$ cat src/logic/ltd_params.svh
// Opcode encodings, register addresses and flag positions for the literal/table decoder.
`ifndef LTD_PARAMS_SVH
`define LTD_PARAMS_SVH
`define LTD_OP_ADD_LIT 8'h0f
`define LTD_OP_AND_LIT 8'h0b
`define LTD_OP_OR_LIT 8'h09
`define LTD_OP_XOR_LIT 8'h0a
`define LTD_OP_LOAD_LIT 8'h0e
`define LTD_OP_MUL_LIT 8'h0d
`define LTD_OP_RET_LIT 8'h0c
`define LTD_OP_SUB_LIT 8'h08
`define LTD_OP_BANK_LOAD 8'h01
`define LTD_OP_PTR_FIRST 8'hee
`define LTD_OP_PTR_SECOND 8'hf0
`define LTD_OP_DEC_TOP 6'h01
`define LTD_OP_MOVE_TOP 4'hc
`define LTD_OP_SECOND_TOP 4'hf
`define LTD_OP_TBL_RD_TOP 14'h0002
`define LTD_OP_TBL_WR_TOP 14'h0003
`define LTD_OP_DEC_ADJ 16'h0007
`define LTD_TBL_POST_INC 2'h1
`define LTD_TBL_POST_DEC 2'h2
`define LTD_TBL_PRE_INC 2'h3
`define LTD_ACCESS_SPLIT 8'h60
`define LTD_ACCESS_HIGH 4'hf
`define LTD_PORT_FIRST 12'hf80
`define LTD_PORT_LAST 12'hf84
`define LTD_TIMER0_ADDR 12'hfd6
`define LTD_PC_LOW_ADDR 12'hff9
`define LTD_STACK_FIRST 12'hffd
`define LTD_FLAG_C 0
`define LTD_FLAG_DIGIT_CARRY 1
`define LTD_FLAG_Z 2
`define LTD_FLAG_OVERFLOW 3
`define LTD_FLAG_N 4
`define LTD_FLAGS_ALL 5'h1f
`define LTD_FLAGS_ZN 5'h14
`define LTD_FLAGS_C 5'h01
`define LTD_FLAGS_NONE 5'h00
`define LTD_PTR_INVALID 2'h3
`endif

$ cat src/logic/ltd_pkg.sv
// Types shared by the literal/table decoder and its arithmetic unit.
package ltd_pkg;
  typedef enum logic [2:0]
  {
    LTD_ALU_ADD = 3'h0,
    LTD_ALU_SUB = 3'h1,
    LTD_ALU_AND = 3'h2,
    LTD_ALU_OR = 3'h3,
    LTD_ALU_XOR = 3'h4,
    LTD_ALU_DAW = 3'h5
  } ltd_alu_op_t;
  typedef enum logic [1:0]
  {
    LTD_ST_EXEC = 2'b00,
    LTD_ST_PTR2 = 2'b01,
    LTD_ST_MOVE2 = 2'b11,
    LTD_ST_NOP2 = 2'b10
  } ltd_state_t;
endpackage

$ cat src/logic/ltd_alu_if.sv
// Operand and result bundle between the decoder and its arithmetic unit.
`timescale 1ns/1ps
interface ltd_alu_if;
  import ltd_pkg::*;
  ltd_alu_op_t op;
  logic [7:0] a;
  logic [7:0] b;
  logic c_in;
  logic digit_carry_in;
  logic [7:0] result;
  logic [4:0] flags;
  modport core (output op, output a, output b, output c_in, output digit_carry_in,
                input result, input flags);
  modport alu (input op, input a, input b, input c_in, input digit_carry_in,
               output result, output flags);
endinterface

$ cat src/logic/ltd_alu.sv
// Combinational arithmetic unit: add, subtract, logic ops and decimal adjust.
`timescale 1ns/1ps
`include "ltd_params.svh"
module ltd_alu (
  ltd_alu_if.alu bus
);
  import ltd_pkg::*;
  logic [8:0] sum;
  logic [4:0] low_sum;
  logic [7:0] b_eff;
  logic carry_in;
  logic low_fix;
  logic [4:0] low_adj;
  logic [4:0] high_sum;
  logic [4:0] high_adj;
  logic [7:0] res;
  logic [4:0] fl;
  // Subtraction is a + ~b + 1, so carry reads as "no borrow".
  assign b_eff = (bus.op == LTD_ALU_SUB) ? ~bus.b : bus.b;
  assign carry_in = (bus.op == LTD_ALU_SUB);
  assign sum = {1'b0, bus.a} + {1'b0, b_eff} + {8'h00, carry_in};
  assign low_sum = {1'b0, bus.a[3:0]} + {1'b0, b_eff[3:0]} + {4'h0, carry_in};
  assign low_fix = (bus.a[3:0] > 4'h9) || bus.digit_carry_in;
  assign low_adj = {1'b0, bus.a[3:0]} + (low_fix ? 5'h06 : 5'h00);
  // The high test includes the low carry, so a 9 plus carry is still fixed up.
  assign high_sum = {1'b0, bus.a[7:4]} + {4'h0, low_adj[4]};
  assign high_adj = high_sum + (((high_sum > 5'h09) || bus.c_in) ? 5'h06 : 5'h00);
  always_comb
  begin
    res = 8'h00;
    fl = 5'h00;
    case (bus.op)
      LTD_ALU_ADD, LTD_ALU_SUB:
      begin
        res = sum[7:0];
        fl[`LTD_FLAG_C] = sum[8];
        fl[`LTD_FLAG_DIGIT_CARRY] = low_sum[4];
        fl[`LTD_FLAG_OVERFLOW] = (bus.a[7] == b_eff[7]) && (sum[7] != bus.a[7]);
      end
      LTD_ALU_AND: res = bus.a & bus.b;
      LTD_ALU_OR: res = bus.a | bus.b;
      LTD_ALU_XOR: res = bus.a ^ bus.b;
      LTD_ALU_DAW:
      begin
        res = {high_adj[3:0], low_adj[3:0]};
        fl[`LTD_FLAG_C] = high_adj[4] || bus.c_in;
      end
      default: res = 8'h00;
    endcase
    fl[`LTD_FLAG_Z] = (res == 8'h00);
    fl[`LTD_FLAG_N] = res[7];
  end
  assign bus.result = res;
  assign bus.flags = fl;
endmodule

$ cat src/logic/ltd_decoder.sv
// Literal, table, decimal-adjust, decrement, move and bank-load decode and execute.
`timescale 1ns/1ps
`include "ltd_params.svh"
module ltd_decoder (
  // Clock and reset
  input wire logic clock,
  input wire logic reset_n,
  // Instruction fetch
  input wire logic [15:0] insn_word,
  input wire logic insn_valid,
  output logic insn_ready,
  output logic pipe_flush,
  output logic return_pop,
  // Register file
  output logic [11:0] rf_addr,
  output logic rf_read,
  input wire logic [7:0] rf_rdata,
  input wire logic [7:0] pin_levels,
  output logic rf_write,
  output logic [11:0] rf_waddr,
  output logic [7:0] rf_wdata,
  // Timer zero
  input wire logic prescaler_assigned,
  output logic prescaler_clear,
  // Table access to program memory
  output logic [20:0] tbl_addr,
  output logic tbl_read,
  output logic tbl_write,
  input wire logic [7:0] tbl_rdata,
  output logic [7:0] tbl_latch,
  output logic [20:0] table_ptr,
  // Core state
  output logic [7:0] working_register,
  output logic [4:0] status_flags,
  output logic [7:0] bank_select_reg,
  output logic [35:0] indirect_pointer_reg,
  output logic [15:0] product
);
  import ltd_pkg::*;
  ltd_alu_if alu_bus ();
  ltd_alu u_alu (.bus(alu_bus));

  function automatic logic is_port(input logic [11:0] addr);
    is_port = (addr >= `LTD_PORT_FIRST) && (addr <= `LTD_PORT_LAST);
  endfunction

  function automatic logic is_guarded(input logic [11:0] addr);
    is_guarded = (addr == `LTD_PC_LOW_ADDR) || (addr >= `LTD_STACK_FIRST);
  endfunction

  ltd_state_t state;
  ltd_state_t next_state;
  logic [11:0] move_dest_pending;
  logic [7:0] move_data;
  logic tbl_rd_pending;
  logic [1:0] ptr_sel;
  logic [3:0] ptr_high;

  wire [7:0] hi = insn_word[15:8];
  wire [7:0] k = insn_word[7:0];
  wire exec = insn_valid && (state == LTD_ST_EXEC);
  wire op_add = exec && (hi == `LTD_OP_ADD_LIT);
  wire op_and = exec && (hi == `LTD_OP_AND_LIT);
  wire op_or = exec && (hi == `LTD_OP_OR_LIT);
  wire op_xor = exec && (hi == `LTD_OP_XOR_LIT);
  wire op_load = exec && (hi == `LTD_OP_LOAD_LIT);
  wire op_mul = exec && (hi == `LTD_OP_MUL_LIT);
  wire op_ret = exec && (hi == `LTD_OP_RET_LIT);
  wire op_sub = exec && (hi == `LTD_OP_SUB_LIT);
  wire op_bank = exec && (hi == `LTD_OP_BANK_LOAD);
  wire op_ptr = exec && (hi == `LTD_OP_PTR_FIRST) && (insn_word[7:6] == 2'b00);
  wire op_dec = exec && (insn_word[15:10] == `LTD_OP_DEC_TOP);
  wire op_move = exec && (insn_word[15:12] == `LTD_OP_MOVE_TOP);
  wire op_tbl_rd = exec && (insn_word[15:2] == `LTD_OP_TBL_RD_TOP);
  wire op_tbl_wr = exec && (insn_word[15:2] == `LTD_OP_TBL_WR_TOP);
  wire op_daw = exec && (insn_word == `LTD_OP_DEC_ADJ);
  wire op_tbl = op_tbl_rd || op_tbl_wr;
  wire [1:0] tbl_mode = insn_word[1:0];
  // word two consumed only after word one
  wire take_second = insn_valid && ((state == LTD_ST_PTR2) || (state == LTD_ST_MOVE2));
  wire [11:0] move_dest = insn_word[11:0];
  wire move_write_ok = take_second && (state == LTD_ST_MOVE2) && !is_guarded(move_dest);

  wire [11:0] dec_addr = insn_word[8]
    ? {bank_select_reg[3:0], k}
    : ((k < `LTD_ACCESS_SPLIT) ? {4'h0, k} : {`LTD_ACCESS_HIGH, k});
  assign rf_addr = op_move ? insn_word[11:0] : dec_addr;
  assign rf_read = op_dec || op_move;
  wire [7:0] operand = is_port(rf_addr) ? pin_levels : rf_rdata;

  assign alu_bus.op = op_and ? LTD_ALU_AND : op_or ? LTD_ALU_OR : op_xor ? LTD_ALU_XOR
    : op_daw ? LTD_ALU_DAW : (op_sub || op_dec) ? LTD_ALU_SUB : LTD_ALU_ADD;
  assign alu_bus.a = op_dec ? operand : (op_daw ? working_register : k);
  assign alu_bus.b = op_dec ? 8'h01 : working_register;
  assign alu_bus.c_in = status_flags[`LTD_FLAG_C];
  assign alu_bus.digit_carry_in = status_flags[`LTD_FLAG_DIGIT_CARRY];

  wire [4:0] flag_mask = (op_add || op_sub || op_dec) ? `LTD_FLAGS_ALL
    : (op_and || op_or || op_xor) ? `LTD_FLAGS_ZN : op_daw ? `LTD_FLAGS_C : `LTD_FLAGS_NONE;
  wire w_from_alu = op_add || op_sub || op_and || op_or || op_xor || op_daw
    || (op_dec && !insn_word[9]);
  wire [7:0] next_w = w_from_alu ? alu_bus.result : ((op_load || op_ret) ? k : working_register);
  wire [4:0] next_flags = (status_flags & ~flag_mask) | (alu_bus.flags & flag_mask);
  wire dec_write = op_dec && insn_word[9];
  wire next_rf_write = dec_write || move_write_ok;
  wire [11:0] next_waddr = dec_write ? dec_addr : move_dest;

  assign tbl_addr = (tbl_mode == `LTD_TBL_PRE_INC) ? table_ptr + 21'h1 : table_ptr;
  assign tbl_read = op_tbl_rd;
  assign tbl_write = op_tbl_wr;
  wire [20:0] next_table_ptr = !op_tbl ? table_ptr
    : (tbl_mode == `LTD_TBL_POST_DEC) ? table_ptr - 21'h1
    : (tbl_mode == `LTD_TBL_POST_INC || tbl_mode == `LTD_TBL_PRE_INC)
      ? table_ptr + 21'h1 : table_ptr;

  // pointer load waits for word two
  always_comb
  begin
    next_state = state;
    case (state)
      LTD_ST_EXEC:
      begin
        if (op_ptr)
          next_state = LTD_ST_PTR2;
        else if (op_move)
          next_state = LTD_ST_MOVE2;
        else if (op_ret || op_tbl)
          next_state = LTD_ST_NOP2;
        else
          next_state = LTD_ST_EXEC;
      end
      LTD_ST_PTR2, LTD_ST_MOVE2: next_state = insn_valid ? LTD_ST_EXEC : state;
      LTD_ST_NOP2: next_state = LTD_ST_EXEC;
      default: next_state = LTD_ST_EXEC;
    endcase
  end

  // The fetch holds its word during the no-op cycle so nothing is skipped.
  assign insn_ready = (state != LTD_ST_NOP2);
  assign pipe_flush = op_ret;
  assign return_pop = op_ret;

  always_ff @(posedge clock or negedge reset_n)
  begin
    if (!reset_n)
    begin
      state <= LTD_ST_EXEC;
      working_register <= 8'h00;
      status_flags <= 5'h00;
      table_ptr <= 21'h000000;
      move_data <= 8'h00;
      tbl_rd_pending <= 1'b0;
      ptr_sel <= 2'h0;
      ptr_high <= 4'h0;
    end
    else
    begin
      state <= next_state;
      working_register <= next_w;
      status_flags <= next_flags;
      table_ptr <= next_table_ptr;
      if (op_move)
        move_data <= operand;
      tbl_rd_pending <= op_tbl_rd;
      if (op_ptr)
      begin
        ptr_sel <= insn_word[5:4];
        ptr_high <= insn_word[3:0];
      end
    end
  end

  always_ff @(posedge clock or negedge reset_n)
  begin
    if (!reset_n)
    begin
      rf_write <= 1'b0;
      rf_waddr <= 12'h000;
      rf_wdata <= 8'h00;
      prescaler_clear <= 1'b0;
      tbl_latch <= 8'h00;
      product <= 16'h0000;
      bank_select_reg <= 8'h00;
      indirect_pointer_reg <= 36'h000000000;
    end
    else
    begin
      rf_write <= next_rf_write;
      rf_waddr <= next_waddr;
      rf_wdata <= dec_write ? alu_bus.result : move_data;
      prescaler_clear <= next_rf_write && (next_waddr == `LTD_TIMER0_ADDR) && prescaler_assigned;
      if (tbl_rd_pending)
        tbl_latch <= tbl_rdata;
      if (op_mul)
        product <= k * working_register;
      if (op_bank)
        bank_select_reg <= {4'h0, k[3:0]};
      if (take_second && state == LTD_ST_PTR2 && ptr_sel != `LTD_PTR_INVALID)
        indirect_pointer_reg[ptr_sel * 12 +: 12] <= {ptr_high, insn_word[7:0]};
    end
  end

  logic [7:0] past_k;
  always_ff @(posedge clock or negedge reset_n)
  begin
    if (!reset_n)
      past_k <= 8'h00;
    else
      past_k <= k;
  end

  chk_add_result: assert property (@(posedge clock) disable iff (!reset_n)
    op_add |=> working_register == $past(k) + $past(working_register))
    else $error("add literal result wrong");
  chk_logic_flags: assert property (@(posedge clock) disable iff (!reset_n)
    (op_and || op_or || op_xor) |=> status_flags == {working_register[7],
      $past(status_flags[3]), working_register == 8'h00, $past(status_flags[1:0])})
    else $error("logic op flags wrong");
  chk_load_flags: assert property (@(posedge clock) disable iff (!reset_n)
    op_load |=> working_register == past_k && $stable(status_flags))
    else $error("literal load wrong");
  chk_mul_product: assert property (@(posedge clock) disable iff (!reset_n)
    op_mul |=> product == past_k * $past(working_register))
    else $error("multiply product wrong");
  chk_ret_cycles: assert property (@(posedge clock) disable iff (!reset_n)
    op_ret |=> state == LTD_ST_NOP2 && !insn_ready ##1 insn_ready)
    else $error("return not two cycles");
  chk_bank_upper: assert property (@(posedge clock) disable iff (!reset_n)
    op_bank |=> bank_select_reg == {4'h0, past_k[3:0]})
    else $error("bank upper bits not zero");
  chk_tbl_postinc: assert property (@(posedge clock) disable iff (!reset_n)
    (op_tbl_rd && tbl_mode == `LTD_TBL_POST_INC) |=> table_ptr == $past(table_ptr) + 21'h1)
    else $error("table post-increment wrong");
  chk_lone_second: assert property (@(posedge clock) disable iff (!reset_n)
    (exec && insn_word[15:12] == `LTD_OP_SECOND_TOP) |=> $stable(working_register) && !rf_write)
    else $error("lone second word not a no-op");
  chk_move_write: assert property (@(posedge clock) disable iff (!reset_n)
    (op_move ##1 move_write_ok) |=> rf_write && rf_wdata == $past(move_data, 1))
    else $error("move write missing or wrong data");
  chk_prescaler_clr: assert property (@(posedge clock) disable iff (!reset_n)
    (rf_write && rf_waddr == `LTD_TIMER0_ADDR) |-> prescaler_clear == $past(prescaler_assigned))
    else $error("prescaler clear wrong");
endmodule

$ cat config.mk
export PLATFORM = sky130hd
export DESIGN_NAME = ltd_decoder
export DESIGN_NICKNAME = d
export VERILOG_FILES = /design/src/logic/ltd_pkg.sv /design/src/logic/ltd_alu_if.sv /design/src/logic/ltd_alu.sv /design/src/logic/ltd_decoder.sv
export VERILOG_INCLUDE_DIRS = /design/src /design/src/logic
export SDC_FILE = /design/constraint.sdc
export NUM_CORES = 1
export LEC_CHECK = 0
export BUFFER_PORTS_ARGS = -buffer_cell sky130_fd_sc_hd__buf_2
export CORE_MARGIN = 5
export CORE_UTILIZATION = 51
export DETAILED_ROUTE_END_ITERATION = 12
export PLACE_DENSITY = 0.88
export RECOVER_POWER = 100
export SYNTH_ARGS = -nofsm -noshare
export SYNTH_HDL_FRONTEND = slang
export SYNTH_SLANG_ARGS = --single-unit
export TNS_END_PERCENT = 50
$ cat constraint.sdc
create_clock -name clock -period 4.9 [get_ports clock]
set_clock_uncertainty 0.1 [all_clocks]
set_input_delay 0.735 -clock clock [delete_from_list [all_inputs] [get_ports clock]]
set_output_delay 0.735 -clock clock [all_outputs]
set_load 0.03 [all_outputs]
Yosys cells after proc, flatten, opt, wreduce, memory -nomap -nowiden. Cells that the tools add are included.

Register bits after elaboration: 137. Output and inout bits: 163. ROM bits: 0. Memory bits (writable): 0. Input port bits: 44. Bits in latches: 0. Logic and storage cells: 172. Memories: 0.

Divide/modulo/power cells: 0. Reduce and logical (&&, ||, !) cells: 60. $add $sub $neg: 10. Magnitude comparators: 6. Bitwise gates (word level): 8. Shift operators: 2. Muxes and demuxes: 35. Eq/ne operators: 33. Multipliers: 2.

Operators by type and width (number): 8-bit by 4-bit == test with 1-bit output (second input constant) (8); 8-bit two-way mux (8); 21-bit two-way mux (3); 12-bit two-way mux (4); 8-bit case mux with 5 select lines (1); 36-bit bitwise mux (1); 12-bit by 34-bit variable shift with 36-bit output (first input constant) (1); 12-bit by 34-bit indexed part select with 36-bit output (1); 6-bit negator with 34-bit output (1); 14-bit by 2-bit == test with 1-bit output (second input constant) (2); 1-bit logical AND (28); 12-bit == test (second input constant) (2); 12-bit greater-or-equal comparator (second input constant) (2); 21-bit by 1-bit adder with 21-bit output (second input constant) (1); 1-bit logical OR (21); 21-bit by 1-bit subtractor with 21-bit output (second input constant) (1); 3-bit two-way mux (6); 16-bit by 3-bit == test with 1-bit output (second input constant) (1); 8-bit by 8-bit multiplier with 16-bit output (1); 12-bit <= comparator (second input constant) (1); 5-bit AND (2); 5-bit two-way mux (2); 8-bit by 8-bit adder with 9-bit output (1); 9-bit by 1-bit adder with 9-bit output (1); other kinds (38) (56).

Longest topological paths before layout.
Depth in word-level cells: 21. Mapped depth: 27. Depth with buffers taken out: 25.

Modules after synthesis. From an unflattened synthesis, not the netlist that was laid out.

Cells, all modules: 1191. Area, all modules: 10576.4 um2.

Modules (own cells, without submodules): ltd_decoder (instances 1, sequential area each 3428.3 um2, cells each 1010, area an instance 9253.9 um2); ltd_alu (instances 1, sequential area each 0.0 um2, cells each 181, area an instance 1322.5 um2).

Worst setup path after synthesis. No wires, ideal clock.

Path type: input to register. Start: in insn_word[12]. End: reg (tool-made name). Arrival time: 5.228 ns. Buffers on the path: 1. Setup slack: -0.519 ns. Setup time: 0.092 ns. Stages on the path: 21. Required time: 4.708 ns. Cell sequence: or4b_4 or3b_1 o211ai_2 buf_8 mux2i_1 o21ai_0 o21ai_0 nand2b_1 ha_1 a21oi_1 nor2_1 ha_1 ha_1 nand2b_1 a21oi_1 o21ai_0 ha_1 ha_1 o311ai_4 o211ai_1 o31ai_2.

RTL lines: start, declared (line ltd_decoder.sv:9) `input wire logic [15:0] insn_word,`.

==> metrics.txt <==
Area growth syn-to-layout 22.0%; sequential area share after synthesis 32.5%; CTS sink count 137; largest net degree at the start of global routing 105; initial antenna violation count 2; final instance area 12900 µm²; Final Util 63.5%; final hold violations 0; First DRT Iteration DRCs 890; number of global-route vias before repair ~10000; number of enable flip-flop cells after synthesis 0; CP max stage delay 580 ps; total power between 5 and 6 mW; Residual DRC 0; remaining antenna violation count after routing 0; total of max-cap violations 1; share of layout cells above drive strength 1 19.2%; Detailed Routing Iterations Pass 1 5; Area contributors post-synth dfrtp_1, ha_1, nand2_1; fin nets 1629; fmax 204 MHz; Clock Path Buffers 2; routability cong. about 0.96; Antenna diodes 0; Mapped Cells about 1200; top-count cell post-synth nand2_1; RSZ-0062 raised after global routing true; Setup WS pre-CTS -339 ps; LEAKAGE 6.29 nW; wire length per cell 19.7 µm; asr flop ratio synth 100%; Main synth FF type dfrtp_1; first-pass GRT wire length 55300 µm; Fin Hold WS 377 ps; dpl cells 1721; Slew Viols, Final between 100 and 150; Seq cells post-synth 137; Seq. cell area ~3400 µm²; Multi-input gate area 6460 µm²; Crit Path Class flop to flop; Largest register FFs 36; Post-synth top cells nand2_1, dfrtp_1, inv_1; Die Ht 154 µm; Synth Warn # 0; DR vias 10300; Worst setup SP type flop; port bufs 202; clk root buf clkbuf_16; status finished, violations left; critical path required time just over 5000 ps; synth unique cells 75; Chip Width 154 µm; Filler Cells Inserted 1643; Post-CTS Hold Buffers 0; crit path cell chain or4b_4, or3b_4, o211ai_4, mux2i_2, o21ai_2, o21ai_2, nand2b_1, ha_1, a21oi_2, nor2_1, ha_2, ha_4, nand2b_1, a21oi_1, o21ai_1, ha_1, a2111oi_0, and3_1, nand4_1, o31ai_2; CTS H-tree lvls 4; total global-route track usage between 20% and 30%; syn avg cell area approximately 8.6 µm²; Peak VDD IR 0.397 mV; CP Capture Type flop; crit path DAT between 5000 and 6000 ps; Pwr Density around 460 nW/µm²; HPWL Detailed 26300 µm; GRT overflow 0; post-route setup slack -6.25 ps; minimum clock period 4910 ps; Slowest-stage cell, CP or4b_4; CTS tree yes; Ports 207; Via density 5.86; Yosys top cell area share 32.5%; type of the tightest min-delay check flop to flop; Core Region 20300 µm²; TritonCTS Buffers 17; placed inst area 12400 µm²; Setup TNS -6.25 ps; Reg clk slew, reported paths 60 ps; Finished Layout Cells roughly 1800; Slew @ Worst Pin around 2500 ps; Rel. slew slack -69.1%; Die ar. 23700 µm²; setup violators final 1; failing checks max-capacitance violations, max-slew violations, negative setup slack; FP Rows 52; final worst path period share 100%; Initial Utilization 52.0%; Post-Syn Area 10600 µm²; Skew-Pair Late Insertion Delay between 400 and 500 ps; crit path max fanout 4; final WL around 35000 µm; Yosys top cell by area dfrtp_1
-- placed cells by master, fill, tap and decap left out, types with 7 or more instances in the layout --
| master | synthesis | routed |
|---|---|---|
| clkbuf_16 | 0 | 17 |
| nand3_1 | 26 | 26 |
| nor3_1 | 15 | 15 |
| clkbuf_1 | 67 | 122 |
| buf_2 | 2 | 85 |
| ha_1 | 73 | 70 |
| and3_1 | 12 | 12 |
| mux2_2 | 23 | 23 |
| dfrtp_1 | 137 | 137 |
| a21oi_1 | 51 | 48 |
| o31ai_1 | 10 | 10 |
| buf_4 | 15 | 104 |
| nand2b_1 | 11 | 11 |
| and2_1 | 38 | 38 |
| nor4_1 | 15 | 15 |
| a21o_1 | 8 | 8 |
| nor2_1 | 65 | 64 |
| nand2_1 | 211 | 210 |
| a221oi_1 | 7 | 7 |
| mux2i_1 | 18 | 16 |
| o21ai_0 | 91 | 80 |
| xor2_1 | 18 | 18 |
| a22o_1 | 9 | 9 |
| a22oi_1 | 7 | 7 |
| nand4_1 | 11 | 11 |
| a211oi_1 | 8 | 8 |
| fa_1 | 38 | 38 |
| inv_1 | 94 | 92 |
| xnor2_1 | 46 | 46 |
-- worst paths after layout --
check / slack, ps / start / depth (start not counted) / to
max: -6 / state[0]$_DFFE_PN0P_ / 20 / flop
min: 380 / product[5]$_DFFE_PN0P_ / 2 / product[5]$_DFFE_PN0P_
max reg2reg: -6 / state[0]$_DFFE_PN0P_ / 20 / flop
min reg2reg: 380 / product[5]$_DFFE_PN0P_ / 2 / product[5]$_DFFE_PN0P_
max in group asynchronous: 1760 / reset_n / 2 / product[6]$_DFFE_PN0P_
min in group asynchronous: 970 / reset_n / 1 / tbl_latch[3]$_DFFE_PN0P_
-- power by group --
part / leakage, nW / internal, mW / total, mW / switching [mW]
clock: 0.279 / 0.757 / 1.26 / 0.499
combinational: 4.21 / 1.38 / 3.27 / 1.89
sequential: 1.80 / 1.24 / 1.35 / 0.109
total: 6.29 / 3.38 / 5.88 / 2.50
-- cells by family after synthesis --
group                      Yosys count  synth area share (%)
AOI/OAI and AO/OA                  240                  14.5
xor gates and xnor gates            64                  5.31
adders and majority gates          111                  15.8
buffers and inverters              184                  7.20
DFF                                137                  32.5
muxes                               42                  4.30
other                                1                0.0355
and+or+nand+nor                    446                  20.4
-- layer usage --
metal  vias to the layer above  part of all wire, %  track usage [%]
met3                       136                  9.0             7.05
met2                       561                   49             48.9
met5                         -                0.084                0
met4                         4                  4.6             13.8
li1                       4642                    -                -
met1                      4947                   38             34.9
-- area by class of cell --
cell class | count | area share, %
well taps | 270 | 2.62
multi-input cells | 907 | 50.2
clock buffers | 19 | 3.44
repair buffers | 316 | 13.4
clock inverters | 12 | 0.980
flip-flops and latches | 137 | 26.6
inverters | 95 | 2.77
-- critical path: cells and delay by family (launching register included) --
| family | cells | cell delay [ps] |
|---|---|---|
| compound gates | 8 | 1290 |
| fa+ha+maj | 4 | 1030 |
| simple gates | 7 | 1710 |
| flops | 1 | 400 |
| mux | 1 | 290 |
-- what timing repair did --
action / CTS / global route
setup endpoints to repair: 1 / 12
pin swaps: 2 / 14
gates resized for setup: 2 / 21
setup buffers: 1 / 4
(Power assumes the default switching activity.)
